==> config.mk <==
export PLATFORM = sky130hd
export DESIGN_NAME = sosm_ctrl
export DESIGN_NICKNAME = d
export VERILOG_FILES = /design/src/sosm_timer.v /design/src/sosm_ctrl.v
export VERILOG_INCLUDE_DIRS = /design/src
export SDC_FILE = /design/constraint.sdc
export NUM_CORES = 1
export LEC_CHECK = 0
export BUFFER_PORTS_ARGS = -buffer_cell sky130_fd_sc_hd__buf_2
export CORE_ASPECT_RATIO = 0.8
export CORE_MARGIN = 4
export CORE_UTILIZATION = 45
export CTS_CLUSTER_DIAMETER = 50
export DETAILED_ROUTE_END_ITERATION = 10
export HOLD_SLACK_MARGIN = 0.08
export MAX_ROUTING_LAYER = met4
export SYNTH_ARGS = -nofsm -noshare
export SYNTH_HDL_FRONTEND = slang
export SYNTH_SLANG_ARGS = --single-unit
export TNS_END_PERCENT = 20
==> constraint.sdc <==
create_clock -name clock -period 4.15 [get_ports clock]
set_input_delay 0.2075 -clock clock [delete_from_list [all_inputs] [get_ports clock]]
set_output_delay 0.2075 -clock clock [all_outputs]
set_load 0.005 [all_outputs]
==> src/sosm_defs.vh <==
`ifndef SOSM_DEFS_VH
`define SOSM_DEFS_VH
// Clock rate in kHz, 125 MHz
`define SOSM_CLK_KHZ 125000
// Times in ms
`define SOSM_SYNC_SHORT_MS 500
`define SOSM_SYNC_LONG_MS 2000
`define SOSM_INTLK_MS 200
`define SOSM_INTLK_CLR_MS 1000
`define SOSM_SWON_MS 100
`define SOSM_RESP_MS 10
// Cycle counts derived from the times
`define SOSM_SYNC_SHORT_CYC (`SOSM_SYNC_SHORT_MS * `SOSM_CLK_KHZ)
`define SOSM_SYNC_LONG_CYC (`SOSM_SYNC_LONG_MS * `SOSM_CLK_KHZ)
`define SOSM_INTLK_CYC (`SOSM_INTLK_MS * `SOSM_CLK_KHZ)
`define SOSM_INTLK_CLR_CYC (`SOSM_INTLK_CLR_MS * `SOSM_CLK_KHZ)
`define SOSM_SWON_CYC (`SOSM_SWON_MS * `SOSM_CLK_KHZ)
`define SOSM_CNT_W 32
`define SOSM_CFG_W 2
`define SOSM_CFG_RST 2'h0
// Config bits
`define SOSM_CFG_INTLK 0
`define SOSM_CFG_SYNC 1
`endif

==> src/sosm_timer.v <==
`timescale 1ns/1ps
`default_nettype none
`include "sosm_defs.vh"
// Up counter that saturates, restarted by clear
module sosm_timer (
  input wire clock,
  input wire rst_b,
  input wire clear,
  output reg [`SOSM_CNT_W-1:0] count_r
);
  always @(posedge clock) begin
    if (!rst_b || clear) begin
      count_r <= {`SOSM_CNT_W{1'b0}};
    end else if (count_r != {`SOSM_CNT_W{1'b1}}) begin
      count_r <= count_r + 32'h00000001;
    end
  end
endmodule // sosm_timer
`default_nettype wire

==> src/sosm_ctrl.v <==
// What this block does
// - On power up enter initialization, run self-tests, outputs off.
// - Leave initialization only after self-test pass and switch-on delay.
// - Any detected error leads to the safe error state.
// - Energize only with start, inputs active, sync met, no interlock.
// - Channels not both active within sync time keep outputs off.
// - While energized, input deactivation de-energizes and returns to idle run.
// - Re-energize only after start and inputs are activated again.
// - Inactive start input keeps run-deenergized regardless of inputs.
// - Start met but inputs inactive keeps run-deenergized.
// - Only run-energized is outside the safe state.
// - Configuration accepted only in off/configuration state.
// - On entering run-deenergized, current input levels are evaluated first.
// - With start and valid sync, energize within the activation delay.
// - Sync window is 0.5 s or 2 s depending on first channel.
// - Second channel not deactivated within 200 ms raises interlock alert.
// - Interlock clears after both inputs held off at least one second.
// - Safe state holds all safety outputs de-energized.
`timescale 1ns/1ps
`default_nettype none
`include "sosm_defs.vh"
module sosm_ctrl #(
  parameter [`SOSM_CNT_W-1:0] SYNC_SHORT_CYC = `SOSM_SYNC_SHORT_CYC,
  parameter [`SOSM_CNT_W-1:0] SYNC_LONG_CYC = `SOSM_SYNC_LONG_CYC,
  parameter [`SOSM_CNT_W-1:0] INTLK_CYC = `SOSM_INTLK_CYC,
  parameter [`SOSM_CNT_W-1:0] INTLK_CLR_CYC = `SOSM_INTLK_CLR_CYC,
  parameter [`SOSM_CNT_W-1:0] SWON_CYC = `SOSM_SWON_CYC
) (
  input wire clock,
  input wire rst_b,
  input wire power_on,
  input wire chan_a_in,
  input wire chan_b_in,
  input wire start_in,
  input wire selftest_done,
  input wire selftest_pass,
  input wire error_in,
  input wire cfg_we,
  input wire [`SOSM_CFG_W-1:0] cfg_data,
  output reg safety_out_r,
  output reg [4:0] state_r,
  output reg interlock_alert_r,
  output reg sync_fail_r,
  output reg [`SOSM_CFG_W-1:0] cfg_r
);
  // One-hot operating states
  localparam [4:0] ST_OFF = 5'h01;
  localparam [4:0] ST_INIT = 5'h02;
  localparam [4:0] ST_IDLE = 5'h04;
  localparam [4:0] ST_RUN = 5'h08;
  localparam [4:0] ST_ERR = 5'h10;

  ////////////////////////////////////////////////////////////////////////////
  // Two-stage synchronisers for six pin inputs in one generate loop; power_on has its own pair, cfg pins are not synchronised
  wire [5:0] pin_raw;
  wire [5:0] pin_s;
  reg [5:0] meta_r;
  reg [5:0] sync_r;
  assign pin_raw = {error_in, selftest_pass, selftest_done, start_in, chan_b_in, chan_a_in};
  genvar gi;
  generate
    for (gi = 0; gi < 6; gi = gi + 1) begin : g_sync
      always @(posedge clock) begin
        if (!rst_b) begin
          meta_r[gi] <= 1'b0;
          sync_r[gi] <= 1'b0;
        end else begin
          meta_r[gi] <= pin_raw[gi];
          sync_r[gi] <= meta_r[gi];
        end
      end
    end
  endgenerate
  assign pin_s = sync_r;
  reg pwr_meta_r;
  reg pwr_r;
  always @(posedge clock) begin
    if (!rst_b) begin
      pwr_meta_r <= 1'b0;
      pwr_r <= 1'b0;
    end else begin
      pwr_meta_r <= power_on;
      pwr_r <= pwr_meta_r;
    end
  end
  wire a_s = pin_s[0];
  wire b_s = pin_s[1];
  wire st_s = pin_s[2];
  wire done_s = pin_s[3];
  wire pass_s = pin_s[4];
  wire err_s = pin_s[5];

  ////////////////////////////////////////////////////////////////////////////
  // Shared timers: switch-on, sync window, interlock window
  reg swon_clr;
  reg sync_clr;
  reg intlk_clr;
  wire [`SOSM_CNT_W-1:0] swon_cnt;
  wire [`SOSM_CNT_W-1:0] sync_cnt;
  wire [`SOSM_CNT_W-1:0] intlk_cnt;
  sosm_timer u_swon (.clock(clock), .rst_b(rst_b), .clear(swon_clr), .count_r(swon_cnt));
  sosm_timer u_sync (.clock(clock), .rst_b(rst_b), .clear(sync_clr), .count_r(sync_cnt));
  sosm_timer u_intlk (.clock(clock), .rst_b(rst_b), .clear(intlk_clr), .count_r(intlk_cnt));

  ////////////////////////////////////////////////////////////////////////////
  // Sync tracking: which channel came first, and whether second was in time
  reg a_first_r;
  reg sync_ok_r;
  reg armed_r;
  reg rearm_r;
  reg intlk_r;
  reg intlk_run_r;
  reg [4:0] state_nxt;
  wire both_on = a_s & b_s;
  wire both_off = ~a_s & ~b_s;
  wire one_on = a_s ^ b_s;
  wire [`SOSM_CNT_W-1:0] sync_lim = a_first_r ? SYNC_SHORT_CYC : SYNC_LONG_CYC;
  wire sync_use = cfg_r[`SOSM_CFG_SYNC];
  wire intlk_use = cfg_r[`SOSM_CFG_INTLK];
  // Start condition and full energize condition
  wire go = st_s & both_on & rearm_r & (sync_ok_r | ~sync_use) & ~(intlk_use & intlk_r);

  // Sync window: timer runs while exactly one channel is on
  always @(*) begin
    sync_clr = ~one_on;
    swon_clr = (state_r != ST_INIT);
    intlk_clr = ~intlk_run_r & ~(intlk_r & both_off);
  end

  always @(posedge clock) begin
    if (!rst_b) begin
      a_first_r <= 1'b0;
      sync_ok_r <= 1'b0;
      sync_fail_r <= 1'b0;
      armed_r <= 1'b0;
    end else begin
      if (both_off) begin
        sync_ok_r <= 1'b0;
        sync_fail_r <= 1'b0;
        armed_r <= 1'b1;
      end else if (one_on && sync_cnt == {`SOSM_CNT_W{1'b0}}) begin
        a_first_r <= a_s;
      end
      // A late second channel also voids an earlier good pairing
      if (one_on && sync_cnt >= sync_lim) begin
        sync_fail_r <= 1'b1;
        sync_ok_r <= 1'b0;
        armed_r <= 1'b0;
      end
      // Set on second channel in time; failed attempt needs both off again
      if (both_on && armed_r && !sync_fail_r) begin
        sync_ok_r <= 1'b1;
      end
    end
  end

  ////////////////////////////////////////////////////////////////////////////
  // Interlock: after first drop both must be off within window
  always @(posedge clock) begin
    if (!rst_b) begin
      intlk_r <= 1'b0;
      intlk_run_r <= 1'b0;
      interlock_alert_r <= 1'b0;
    end else begin
      if (state_r == ST_RUN && one_on) begin
        intlk_run_r <= 1'b1;
      end else if (both_off) begin
        intlk_run_r <= 1'b0;
      end
      // Reactivation or timeout before the second drop
      if (intlk_run_r && (both_on || intlk_cnt >= INTLK_CYC)) begin
        intlk_r <= 1'b1;
        intlk_run_r <= 1'b0;
      end else if (intlk_r && both_off && intlk_cnt >= INTLK_CLR_CYC) begin
        intlk_r <= 1'b0;
      end
      interlock_alert_r <= intlk_r & intlk_use;
    end
  end

  ////////////////////////////////////////////////////////////////////////////
  // Start must be released and pressed anew after a stop
  always @(posedge clock) begin
    if (!rst_b) begin
      rearm_r <= 1'b0;
    end else if (state_r == ST_RUN) begin
      rearm_r <= 1'b0;
    end else if (!st_s && both_off) begin
      rearm_r <= 1'b1;
    end
  end

  ////////////////////////////////////////////////////////////////////////////
  // Operating state machine
  always @(*) begin
    state_nxt = state_r;
    case (state_r)
      ST_OFF: begin
        if (pwr_r) state_nxt = ST_INIT;
      end
      ST_INIT: begin
        if (err_s || (done_s && !pass_s)) state_nxt = ST_ERR;
        else if (done_s && pass_s && swon_cnt >= SWON_CYC) state_nxt = ST_IDLE;
      end
      ST_IDLE: begin
        // Levels sampled each cycle here, so entry sees current inputs
        if (err_s) state_nxt = ST_ERR;
        else if (go) state_nxt = ST_RUN;
      end
      ST_RUN: begin
        if (err_s) state_nxt = ST_ERR;
        else if (!both_on) state_nxt = ST_IDLE;
      end
      ST_ERR: begin
        state_nxt = ST_ERR;
      end
      default: state_nxt = ST_ERR;
    endcase
    if (!pwr_r) state_nxt = ST_OFF;
  end

  always @(posedge clock) begin
    if (!rst_b) begin
      state_r <= ST_OFF;
      safety_out_r <= 1'b0;
    end else begin
      state_r <= state_nxt;
      // Output registered from the next state: one cycle response
      safety_out_r <= (state_nxt == ST_RUN);
    end
  end

  // Configuration only taken while off
  always @(posedge clock) begin
    if (!rst_b) begin
      cfg_r <= `SOSM_CFG_RST;
    end else if (cfg_we && state_r == ST_OFF) begin
      cfg_r <= cfg_data;
    end
  end
endmodule // sosm_ctrl
`default_nettype wire

Word-level counts from Yosys, hierarchy flattened
Cells that the tools add are included.

word-level totals
  bits in registers = 126
  input bits = 12

cells by class
  $add $sub $neg = 3
  order comparisons = 4
  equal/unequal tests = 9
  muxes and demuxes = 16
  bitwise gates (word level) = 20
  reduce and logical (&&, ||, !) cells = 31

operators by type and width
  kind                                                    number
  adder 32 x 1 -> 32 bit (second input constant)          3
  inequality test 32 bit (second input constant)          3
  2-to-1 mux 5 bit                                        7
  >= comparator 32 x 24 -> 1 bit (second input constant)  1
  >= comparator 32 x 25 -> 1 bit (second input constant)  1
  >= comparator 32 x 27 -> 1 bit (second input constant)  1
  >= comparator 32 x 28 -> 1 bit                          1
  zero test 32 bit                                        1
  2-to-1 mux 28 bit                                       1
  case mux 5 bit (4 select lines)                         1
  logical AND 1 bit                                       13
  == test 5 x 4 -> 1 bit (second input constant)          2
  bitwise AND 1 bit                                       9
  NOT 1 bit                                               9
  2-to-1 mux 1 bit                                        7
  nonzero test 2 bit                                      3
  OR reduction 2 bit                                      3
  == test 5 x 1 -> 1 bit (second input constant)          1
  == test 5 x 2 -> 1 bit (second input constant)          1
  == test 5 x 3 -> 1 bit (second input constant)          1
  logical OR 1 bit                                        5
  inequality test 5 x 2 -> 1 bit (second input constant)  1
  zero test 1 bit                                         4
  nonzero test 3 bit                                      1
  other kinds (3)                                         3

Depth between registers and ports, before layout
Gate-level depths: netlist of run 1.

  depth after elaboration = 10
  mapped depth = 9
  gate-level depth less buffers = 7

Hierarchy
A second synthesis of run 1 with hierarchy kept.

second synthesis, totals
  cells, all modules = 807
  area total of the unflattened synthesis = 6,806.5 um2

modules (own cells, without submodules)
  module      instances  cells an instance  area each (um2)  sequential area each (um2)
  sosm_timer  3          199                1,670.4          640.6
  sosm_ctrl   1          210                1,795.5          600.6

Worst setup path before layout of run 1
No wires, ideal clock.

  kind = register to register
  start point = register a_first_r
  end point = register sync_fail_r
  library setup time = 0.117 ns
  data arrival time = 1.978 ns
  data required time = 4.033 ns
  slack = 2.054 ns
  cell stages (with the launch flop) = 8
  buffers on the path = 0
  clock period less this slack = 2.096 ns
  cells stage by stage = dfxtp_1 inv_1 ha_1 or4_1 a21oi_1 a311o_1 o2111ai_1 a32o_1

on the way
  cells in the longest elaborated chain, start to end = 4
  elaborated cells on any way between the ends = 5
  classes of those cells = order compare (1); mux (2); reduce/logical (2)

RTL lines
  element                                                 RTL line         RTL
  start, declared                                         sosm_ctrl.v:107  reg a_first_r;
  start signal, assigned                                  sosm_ctrl.v:142  a_first_r <= a_s;
  2-to-1 mux 28 bit *                                     sosm_ctrl.v:117  wire [`SOSM_CNT_W-1:0] sync_lim = a_first_r ? SYNC_SHORT_CYC : SYNC_LONG_CYC;
  >= comparator 32 x 28 -> 1 bit *                        sosm_ctrl.v:145  if (one_on && sync_cnt >= sync_lim) begin
  logical AND 1 bit *                                     sosm_ctrl.v:145
  2-to-1 mux 1 bit or nonzero test 2 bit (tied branches)  --
  end signal, assigned                                    sosm_ctrl.v:134  sync_fail_r <= 1'b0;
  end signal, assigned                                    sosm_ctrl.v:139  sync_fail_r <= 1'b0;
  end signal, assigned                                    sosm_ctrl.v:146  sync_fail_r <= 1'b1;
  end, declared                                           sosm_ctrl.v:43   output reg sync_fail_r,

Every way passes the cells marked *; elsewhere a longest branch is shown, timed or not.
A chain may end at the register's enable or synchronous reset.

Worst setup path after layout of run 1
  start point = register u_sync.count_r[10]
  end point = register u_sync.count_r[15]

on the way
  cells in the longest elaborated chain, start to end = 1
  elaborated cells on any way between the ends = 2
  classes of those cells = add/sub (1); eq/ne (1)

RTL lines
  element                                                           RTL line                          RTL
  start, declared                                                   sosm_timer.v:9                    output reg [`SOSM_CNT_W-1:0] count_r
  start signal, assigned                                            sosm_timer.v:13                   count_r <= {`SOSM_CNT_W{1'b0}};
  start signal, assigned                                            sosm_timer.v:15                   count_r <= count_r + 32'h00000001;
  adder 32 x 1 -> 32 bit or inequality test 32 bit (tied branches)  sosm_timer.v:15, sosm_timer.v:14

Several ways; a longest one is shown, not always the timed one.

==> results of run 1 <==
cell usage after synthesis (all sizes together) (2+ instances only):
library cell  count  share of area [%]
nand3            48                3.7
a31o              3               0.39
o31ai            12                1.3
dfxtp           126                 38
nand3b            2               0.22
o21ai            52                3.9
nand2b            5               0.47
or2               3               0.32
and4             14                1.9
nor4b             5               0.75
or3              44                4.2
nor2             48                2.7
nand2            68                3.9
and2             26                2.4
a31oi            10               0.93
o21a              2               0.22
a311oi            2               0.36
nor4             15                1.9
a21oi            61                4.6
or4              24                2.7
ha               22                4.1
a211oi            8               0.90
o2111ai           3               0.39
clkbuf           18                1.0
nor3              8               0.67
nor3b             3               0.34
o211ai           11                1.2
mux2i             7                1.0
a41o              3               0.45
inv              22                1.2
and3             20                1.9
nor2b             6               0.56
o41ai             4               0.64
nand4            34                3.7
nand4b            2               0.26
xnor2            18                2.4
buf              19                2.0
xor2              2               0.26
a21boi            2               0.22
a2111oi           2               0.26
worst min path at each step:
| stage | startpoint | endpoint | slack, ns |
|---|---|---|---|
| after detailed placement | chan_a_in | meta_r[0] | 0.42 |
| after global routing | cfg_we | cfg_r[1] | 0.15 |
| after CTS | cfg_we | cfg_r[1] | 0.1 |
| after global placement | meta_r[2] | st_s | 0.41 |
| after floorplan | chan_a_in | meta_r[0] | 0.33 |
| final | cfg_we | cfg_r[1] | 0.12 |
registers in the layout, summed over array words and instances, names as in the netlist, 2 cells and up:
| register | flops |
|---|---|
| u_sync.count_r | 32 |
| meta_r | 6 |
| cfg_r | 2 |
| u_swon.count_r | 32 |
| u_intlk.count_r | 32 |
| state_r | 5 |
repair_timing:
action | CTS | global route
gates resized for setup | 0 | 0
endpoints found under the hold margin | 9 | 0
hold buffers | 11 | 0
setup buffers | 0 | 0
through the flow:
stage | instance area (um^2) | setup WS [ns]
floorplan | 6690 | 2.05
global placement | 6830 | 1.84
detailed placement | 6830 | 1.68
CTS | 7600 | 1.67
global route | 7600 | 1.38
finish | 7600 | 1.60
logic make-up (layout without fill, tap and decap cells):
group / after synthesis / in the layout
buf+inv: 60 / 88
fa+ha+maj: 22 / 22
compound gates: 187 / 187
mux: 7 / 7
simple gates: 376 / 376
flops: 126 / 126
xor+xnor: 20 / 20
layout make-up:
| class | instances | area [um^2] |
|---|---|---|
| clock buffer | 22 | 474 |
| clock inverter | 10 | 184 |
| fill | 1335 | 6840 |
| inverter | 22 | 82.6 |
| multi-input combinational | 612 | 3880 |
| sequential | 126 | 2520 |
| tap | 184 | 230 |
| timing repair buffer | 34 | 230 |
where the power goes:
group	leakage (uW)	total [uW]	switching (uW)	internal, uW
clock network	0.000316	1660	549	1110
registers	0.00102	1230	6.01	1220
logic	0.00121	54.2	29.5	24.7
total	0.00254	2940	585	2360
worst reg2reg max path: stages, from the launching register on:
cell     delay (ns)
dfxtp_1        0.46
nand4_1        0.28
nor4_2         0.44
and3_1         0.87
o21ai_0        0.25
a21oi_1        0.18
layer usage:
metal / wire [um] / share of wire [%] / vias to the layer above / track usage [%]
met1: 8690 / 52 / 2892 / 29.9
met4: 184 / 1.1 / 0 / 6.03
met5: 0 / 0 / - / -
li1: - / - / 3035 / -
met2: 6970 / 42 / 160 / 29.1
met3: 924 / 5.5 / 17 / 5.00
==> flow_summary.toml, run 1 <==
[status]
status = "completed"

[yosys]
synth-xor-area-share_pct = 2.62
syn_area_mm2 = 0.00669
syn_area_per_cell_um2 = 8.39
syn-num-nets = 832
synth_cells = 798
async_reset_ff_share_pct = 0
synth_seq_cells = 126
synth_top_family_by_area = "simple AND/OR/NAND/NOR gates"
synth_compound_area_share_pct = 17.5
synth_fa_ha_area_share_pct = 4.11
yosys.area_share.simple_pct = 32.7
ys_seq_area_share_pct = 37.7
synth_top_flop_cell = "dfxtp_1"
ys_types = 73
synth-edff-count = 0
synth_mux_area_share_pct = 1.05
ys_warn_count = 0

[timing]
period_share_pct = 61.4
worst_pin_slew_ns = 1.07
finClkSkew_ns = 0.00800
rsz0062_at_grt = "no"
clock.fmax_mhz = 392
relSlewSlack_pct = 27.8
finalSetupTns_ns = 0
finalHoldViolCount = 0
final-setup-viol-count = 0
slew_viol_final = 0
layout_min_cycle_time_ns = 2.55
whs_ns = 0.125

[worst_setup_path]
cp.depth = 5
critical_path_buf_inv_count = 0
crit_arrival_ns = 2.90
crit_type = "reg -> reg"
cp_top_family = "simple AND/OR/NAND/NOR gates"
endpoint = "u_sync.count_r[15]"
startpoint = "u_sync.count_r[10]"
reg2reg_slack_ns = 1.60
crit_path_start_kind = "flip-flop"
worstPathMaxFanout = 32
slowest_stage = "and3_1"
timing.rr.start = "u_sync.count_r[10]"
crit_path_cell_trace = "nand4_1 > nor4_2 > and3_1 > o21ai_0 > a21oi_1"
max_stage_delay_ns = 0.87
r2r_end = "u_sync.count_r[15]"
r2r_cells = 5
crit_path_end_kind = "flip-flop"
required_ns = 4.50

[detailed_routing]
drt-vias-per-instance = 6.04
antenna_left = 0
num_vias = 6104
wl_mm = 16.8
drc = 0
drt_iter0_markers = 429
wl_per_cell_um = 16.6
dr.pass1.iters = 5

[floorplanning]
num_rows = 39
core_area_mm2 = 0.0144
initial_core_util_pct = 46.3
die_area_mm2 = 0.0169
pin_count = 22
die_y_um = 117
dieWidth_um = 144

[global_route]
grt_pass1_vias = 5487
grt_max_degree = 33
grt_usage_pct = 20.9
grt_pass1_wl_mm = 27.4
antenna_found_initial = 0
overflow = 0

[worst_hold_path]
hold_depth = 4
hold_class = "in -> reg"

[power_and_ir_drop]
finalPower_uw = 2940
total_leakage_power_uw = 0.00254
peakVddDrop_mv = 0.302
powerDensity_mw_per_mm2 = 387

[final_layout]
fin_cells = 1010
area_growth_pct = 13.6
drive_above_1_share_pct = 9.44
mostFrequentLayoutCell = "dfxtp_1"
fin_util_pct = 52.6
nNetsFinal = 847
layout_common_cells = "126 x dfxtp_1, 67 x nand2_1, 61 x a21oi_1"
diodes = 0

[cts]
clockBufferDepth = 2
htreeDepth = 4
cts_tree = "done"
clkLatencyLatePin_ns = 0.42
cts_root_buf = "clkbuf_16"
cts_sinks = 126
cts_buffers = 17
clkTransAtPathRegs_ns = 0.06

[placement]
io_buffers = 21
dp.cells = 967
dp_hpwl_mm = 11.7
gp_congestion = 0.898

[flow_run]
maxCapViolations = 0
(Power assumes the default switching activity.)
==> inputs of run 2 (changes only) <==
Settings changed: ABC_AREA set to 1.
Clock period 4.15 ns to 2.48 ns, I/O delays scaled along.
==> run 2 against run 1 <==
Compared with the run above:
- sequential cell count unchanged
- clock skew up 0.0012 ns
- first-iteration DRC count up 45%
- combinational power up 96%
==> flow_summary.toml, run 2 <==
[yosys]
syn_area_per_cell_um2 = 6.65
synthTopCellsByArea = "dfxtp_1 34%, nand2_1 13%, inv_1 9.9%, nor2_1 6.0%, xor2_1 5.8%"
async_reset_ff_share_pct = 0
synth-edff-count = 0
ys_types = 38
synth_compound_area_share_pct = 8.77
synth_fa_ha_area_share_pct = 3.73
syn-num-nets = 1143
synth-xor-area-share_pct = 7.00
synth_top_flop_cell = "dfxtp_1"
ys_seq_area_share_pct = 34.2
yosys-top-cells-count = "249 x nand2_1, 195 x inv_1, 126 x dfxtp_1"
synth_most_common_cell = "nand2_1"
synth_top_area_share_pct = 34.2
synth_seq_cells = 126
synth_top_family_by_area = "simple AND/OR/NAND/NOR gates"
synth_cells = 1109
synth_mux_area_share_pct = 0
syn_area_mm2 = 0.00738
yosys.area_share.simple_pct = 34.5
ys_warn_count = 0
yosysTopAreaCell = "dfxtp_1"

[timing]
layout_min_cycle_time_ns = 2.18
finalSetupTns_ns = 0
whs_ns = 0.410
clock.fmax_mhz = 459
finClkSkew_ns = 0.00918
period_share_pct = 87.8
setup_ws_ns = 0.303
relSlewSlack_pct = 58.6
finalHoldViolCount = 0
final-setup-viol-count = 0
slew_viol_final = 0
rsz0062_at_grt = "no"
worst_pin_slew_ns = 0.621

[cts]
htreeDepth = 4
cts_hold_buffers = 16
cts_sinks = 126
postCtsResizedCells = 0
cts_root_buf = "clkbuf_16"
clkLatencyLatePin_ns = 0.43
clkTransAtPathRegs_ns = 0.06
post_cts_buffers = 0
cts_tree = "done"
clockBufferDepth = 2
cts_buffers = 17

[global_route]
antenna_found_initial = 0
grt_usage_pct = 22.4
grt_max_degree = 22
grt_pass1_vias = 6330
overflow = 0
grt_pass1_wl_mm = 31.9

[detailed_routing]
antenna_left = 0
wl_mm = 19.3
dr.pass1.iters = 6
drt-vias-per-instance = 5.00
drt_iter0_markers = 621
wl_per_cell_um = 14.0
drc = 0
num_vias = 6906

[final_layout]
top_regs = "u_intlk.count_r x32, u_swon.count_r x32, u_sync.count_r x32"
nNetsFinal = 1186
fin_util_pct = 53.5
layout_common_cells = "249 x nand2_1, 195 x inv_1, 126 x dfxtp_1"
diodes = 0
area_growth_pct = 15.2
mostFrequentLayoutCell = "nand2_1"
drive_above_1_share_pct = 8.24

[worst_setup_path]
startpoint = "state_r[3]"
required_ns = 2.85
slowest_stage = "dlygate4sd3_1"
timing.rr.start = "state_r[3]"
cp_top_family = "buffers and inverters"
crit_path_start_kind = "flip-flop"
critPathMostFrequentCell = "dlygate4sd3_1"
crit_type = "reg -> reg"
worstPathMaxFanout = 5
crit_arrival_ns = 2.54
critical_path_buf_inv_count = 3
max_stage_delay_ns = 0.57
crit_path_cell_trace = "nor2_1 > nand4_1 > inv_1 > nand3_1 > dlygate4sd3_1 > a21oi_1 > dlygate4sd3_1"
reg2reg_slack_ns = 0.30
crit_path_end_kind = "flip-flop"

[placement]
gp_congestion = 0.954
place_worst_setup_slack_ns = 0.418
io_buffers = 21
dp_hpwl_mm = 14.2

[flow_run]
maxCapViolations = 0

[floorplanning]
pin_count = 22
num_rows = 41
initial_core_util_pct = 46.4
core_area_mm2 = 0.0159
dieWidth_um = 151
die_y_um = 123
die_area_mm2 = 0.0185

[power_and_ir_drop]
powerDensity_mw_per_mm2 = 585
finalPower_uw = 4980
peakVddDrop_mv = 0.450
total_leakage_power_uw = 0.00388

[worst_hold_path]
hold_class = "reg -> reg"
hold_start = "meta_r[5]"

[status]
status = "completed"
run 2: cell types whose count changed in the layout (fill, tap and decap cells not counted), moves of 12 or more:
cell / before / now
xor2_1: 2 / 49
nand2_1: 67 / 249
nor2_1: 48 / 117
nor3_1: 7 / 39
and4_1: 13 / 0
o31ai_1: 12 / 0
a21oi_1: 61 / 41
nand3_1: 47 / 66
or3_1: 43 / 0
inv_1: 22 / 195
or4_1: 24 / 0
and3_1: 19 / 0
and2_1: 25 / 1
run 2: worst reg2reg max path: cells and delay by family (launching register included):
kind,cells,cell delay (ns)
and+or+nand+nor,3,0.31
AOI/OAI and AO/OA,1,0.18
buffers and inverters,3,1.28
DFF,1,0.35
run 2: final cells by class:
class | count | area (um^2)
well taps | 215 | 269
clock buffers | 17 | 425
multi-input cells | 762 | 3990
fillers | 1623 | 7400
repair buffers | 43 | 310
inverters | 202 | 761
flip-flops and latches | 126 | 2520
clock inverters | 15 | 230
run 2: cell families after synthesis:
group	after synthesis
compound gates	123
flops	126
buf+inv	221
xor+xnor	59
simple gates	558
fa+ha+maj	22
run 2: per-layer routing:
layer	GRT usage, %	part of all wire [%]
met4	6.85	1.2
met1	34.1	55
met3	3.54	5.2
met5	-	0
met2	30.1	39
run 2: metrics by stage:
step | area [um^2] | instances
final | 8500 | 1380
after global routing | 8500 | 1380
after CTS | 8500 | 1380
after detailed placement | 7690 | 1332
after global placement | 7690 | 1332
after floorplan | 7380 | 1109
run 2: report_power, final:
group          total (uW)  internal (uW)  switching, uW
Sequential           2050           2040           11.6
Combinational         106           47.7           58.4
Clock                2820           1800           1020
Total                4980           3890           1090
run 2: worst paths after layout:
kind	to	cells past startpoint
worst min-delay path	err_s	2
worst max-delay path	cfg_r[1]	7
worst min register to register	err_s	2
worst max register to register	cfg_r[1]	7
==> inputs of run 3 (changes only) <==
Settings changed: CAP_MARGIN set to 10, PLACE_DENSITY set to 0.68, SETUP_SLACK_MARGIN set to 0.05.
==> run 3 against run 2 <==
Compared with the run above:
- clock skew up 0.00090 ns
- sequential cell count unchanged
- worst setup slack lost 0.025 ns
- critical path depth unchanged
- die area did not move
- register-to-register slack lost 0.03 ns
- cell count is 0.36% higher
- sequential power about the same
- combinational power hardly changed
- via count up 2.8%
- maximum frequency fell by 1.1%
- non-clock buffer count rose by 5
==> flow_summary.toml, run 3 (synthesized netlist as in run 2, its figures left out) <==
[worst_setup_path]
worstPathMaxFanout = 5
crit_path_end_kind = "flip-flop"
required_ns = 2.84
crit_path_start_kind = "flip-flop"
crit_type = "reg -> reg"
reg2reg_slack_ns = 0.28
max_stage_delay_ns = 0.59
crit_path_cell_trace = "nor2_1 > nand4_1 > inv_1 > nand3_1 > dlygate4sd3_1 > a21oi_1 > dlygate4sd3_1"
critical_path_buf_inv_count = 3
timing.rr.start = "state_r[3]"
r2r_cells = 7
cp_top_family = "buffers and inverters"
r2r_end = "cfg_r[0]"
critPathMostFrequentCell = "dlygate4sd3_1"
slowest_stage = "dlygate4sd3_1"
crit_arrival_ns = 2.56

[final_layout]
diodes = 0
fin_area_mm2 = 0.00843
area_growth_pct = 14.2
layout_common_cells = "249 x nand2_1, 195 x inv_1, 126 x dfxtp_1"
drive_above_1_share_pct = 8.46
nNetsFinal = 1191
top_regs = "u_intlk.count_r x32, u_swon.count_r x32, u_sync.count_r x32"
mostFrequentLayoutCell = "nand2_1"
fin_util_pct = 53.0
final.fill_count = 1598

[timing]
finalSetupTns_ns = 0
relSlewSlack_pct = 58.3
slew_viol_final = 0
finClkSkew_ns = 0.0101
final-setup-viol-count = 0
rsz0062_at_grt = "no"
clock.fmax_mhz = 454
period_share_pct = 88.8
finalHoldViolCount = 0
layout_min_cycle_time_ns = 2.20
worst_pin_slew_ns = 0.620

[global_route]
overflow = 0
grt_pass1_vias = 6599
grt_usage_pct = 22.3
grt_max_degree = 22
antenna_found_initial = 0
grt_pass1_wl_mm = 32.2

[cts]
clockBufferDepth = 2
cts_sinks = 126
cts_buffers = 17
cts_root_buf = "clkbuf_16"
clkLatencyLatePin_ns = 0.42
postCtsResizedCells = 0
clkTransAtPathRegs_ns = 0.06
cts_tree = "done"
htreeDepth = 4

[flow_run]
maxCapViolations = 0

[worst_hold_path]
hold_end = "st_s"
hold_depth = 2
hold_class = "reg -> reg"
hold_start = "meta_r[2]"

[status]
status = "completed"

[detailed_routing]
wl_mm = 19.1
drc = 0
antenna_left = 0
num_vias = 7100
wl_per_cell_um = 13.8
dr.pass1.iters = 6
drt-vias-per-instance = 5.13
drt_iter0_markers = 752

[power_and_ir_drop]
peakVddDrop_mv = 0.413
powerDensity_mw_per_mm2 = 525
total_leakage_power_uw = 0.00385

[placement]
place_area_mm2 = 0.00771
dp_hpwl_mm = 14.2
gp_congestion = 0.975
io_buffers = 21

[floorplanning]
dieWidth_um = 151
core_area_mm2 = 0.0159
initial_core_util_pct = 46.4
num_rows = 41
die_y_um = 123
pin_count = 22
die_area_mm2 = 0.0185
==> run 3: changes by cell type in the layout (fill, tap and decap cells not counted), sizes merged <==
cell | previous run | this run
buf | 27 | 30
bufinv | 5 | 0
clkbuf | 17 | 18
clkinv | 4 | 12
dlygate4sd3 | 16 | 18
inv | 205 | 201
==> run 3: through the flow <==
stage	instances	total power (uW)	hold slack, ns	setup slack, ns
floorplan	1109	2150	0.222	0.800
global placement	1335	2180	0.312	0.534
detailed placement	1335	2180	0.313	0.470
CTS	1385	4450	0.413	0.333
global route	1385	4560	0.430	0.121
finish	1385	4420	0.412	0.278
==> run 3: repair_timing <==
item,CTS,global route
hold buffers,18,0
setup buffers,0,0
endpoints found under the hold margin,13,0
==> run 3: layout make-up <==
class	instances	area, um^2	area share [%]
tap	215	269	3.19
timing repair buffer	48	353	4.19
multi-input combinational	762	3990	47.3
clock buffer	18	439	5.21
sequential	126	2520	29.9
inverter	202	761	9.03
clock inverter	14	96.3	1.14
==> run 3: worst register-to-register path, cell delays in order (launching register included) <==
cell and delay (ns):
dfxtp_1 0.35, nor2_1 0.15, nand4_1 0.10, inv_1 0.14
nand3_1 0.11, dlygate4sd3_1 0.59, a21oi_1 0.15, dlygate4sd3_1 0.55
==> run 3: worst max path at each step <==
stage	startpoint	endpoint	slack (ns)	depth (start not counted)
2_1_floorplan	a_first_r	sync_ok_r	0.80	11
3_3_place_gp	a_first_r	sync_ok_r	0.53	11
3_5_place_dp	a_first_r	sync_ok_r	0.47	11
4_1_cts	state_r[3]	cfg_r[0]	0.33	7
5_1_grt	a_first_r	sync_ok_r	0.12	11
6_report	state_r[3]	cfg_r[0]	0.28	7
==> run 3: where the power goes <==
part           switching, uW  total [uW]  internal [uW]
clock                    965        2260           1300
combinational           57.9         108           49.7
sequential              11.5        2050           2040
total                   1030        4420           3390
==> run 3: metal layers <==
| layer | GRT usage [%] | up-vias | wire length (um) |
|---|---|---|---|
| met2 | 31.2 | 274 | 7520 |
| li1 | - | 3634 | - |
| met4 | 6.51 | 0 | 325 |
| met1 | 32.2 | 3161 | 9710 |
| met3 | 4.76 | 31 | 1570 |
| met5 | - | - | 0 |
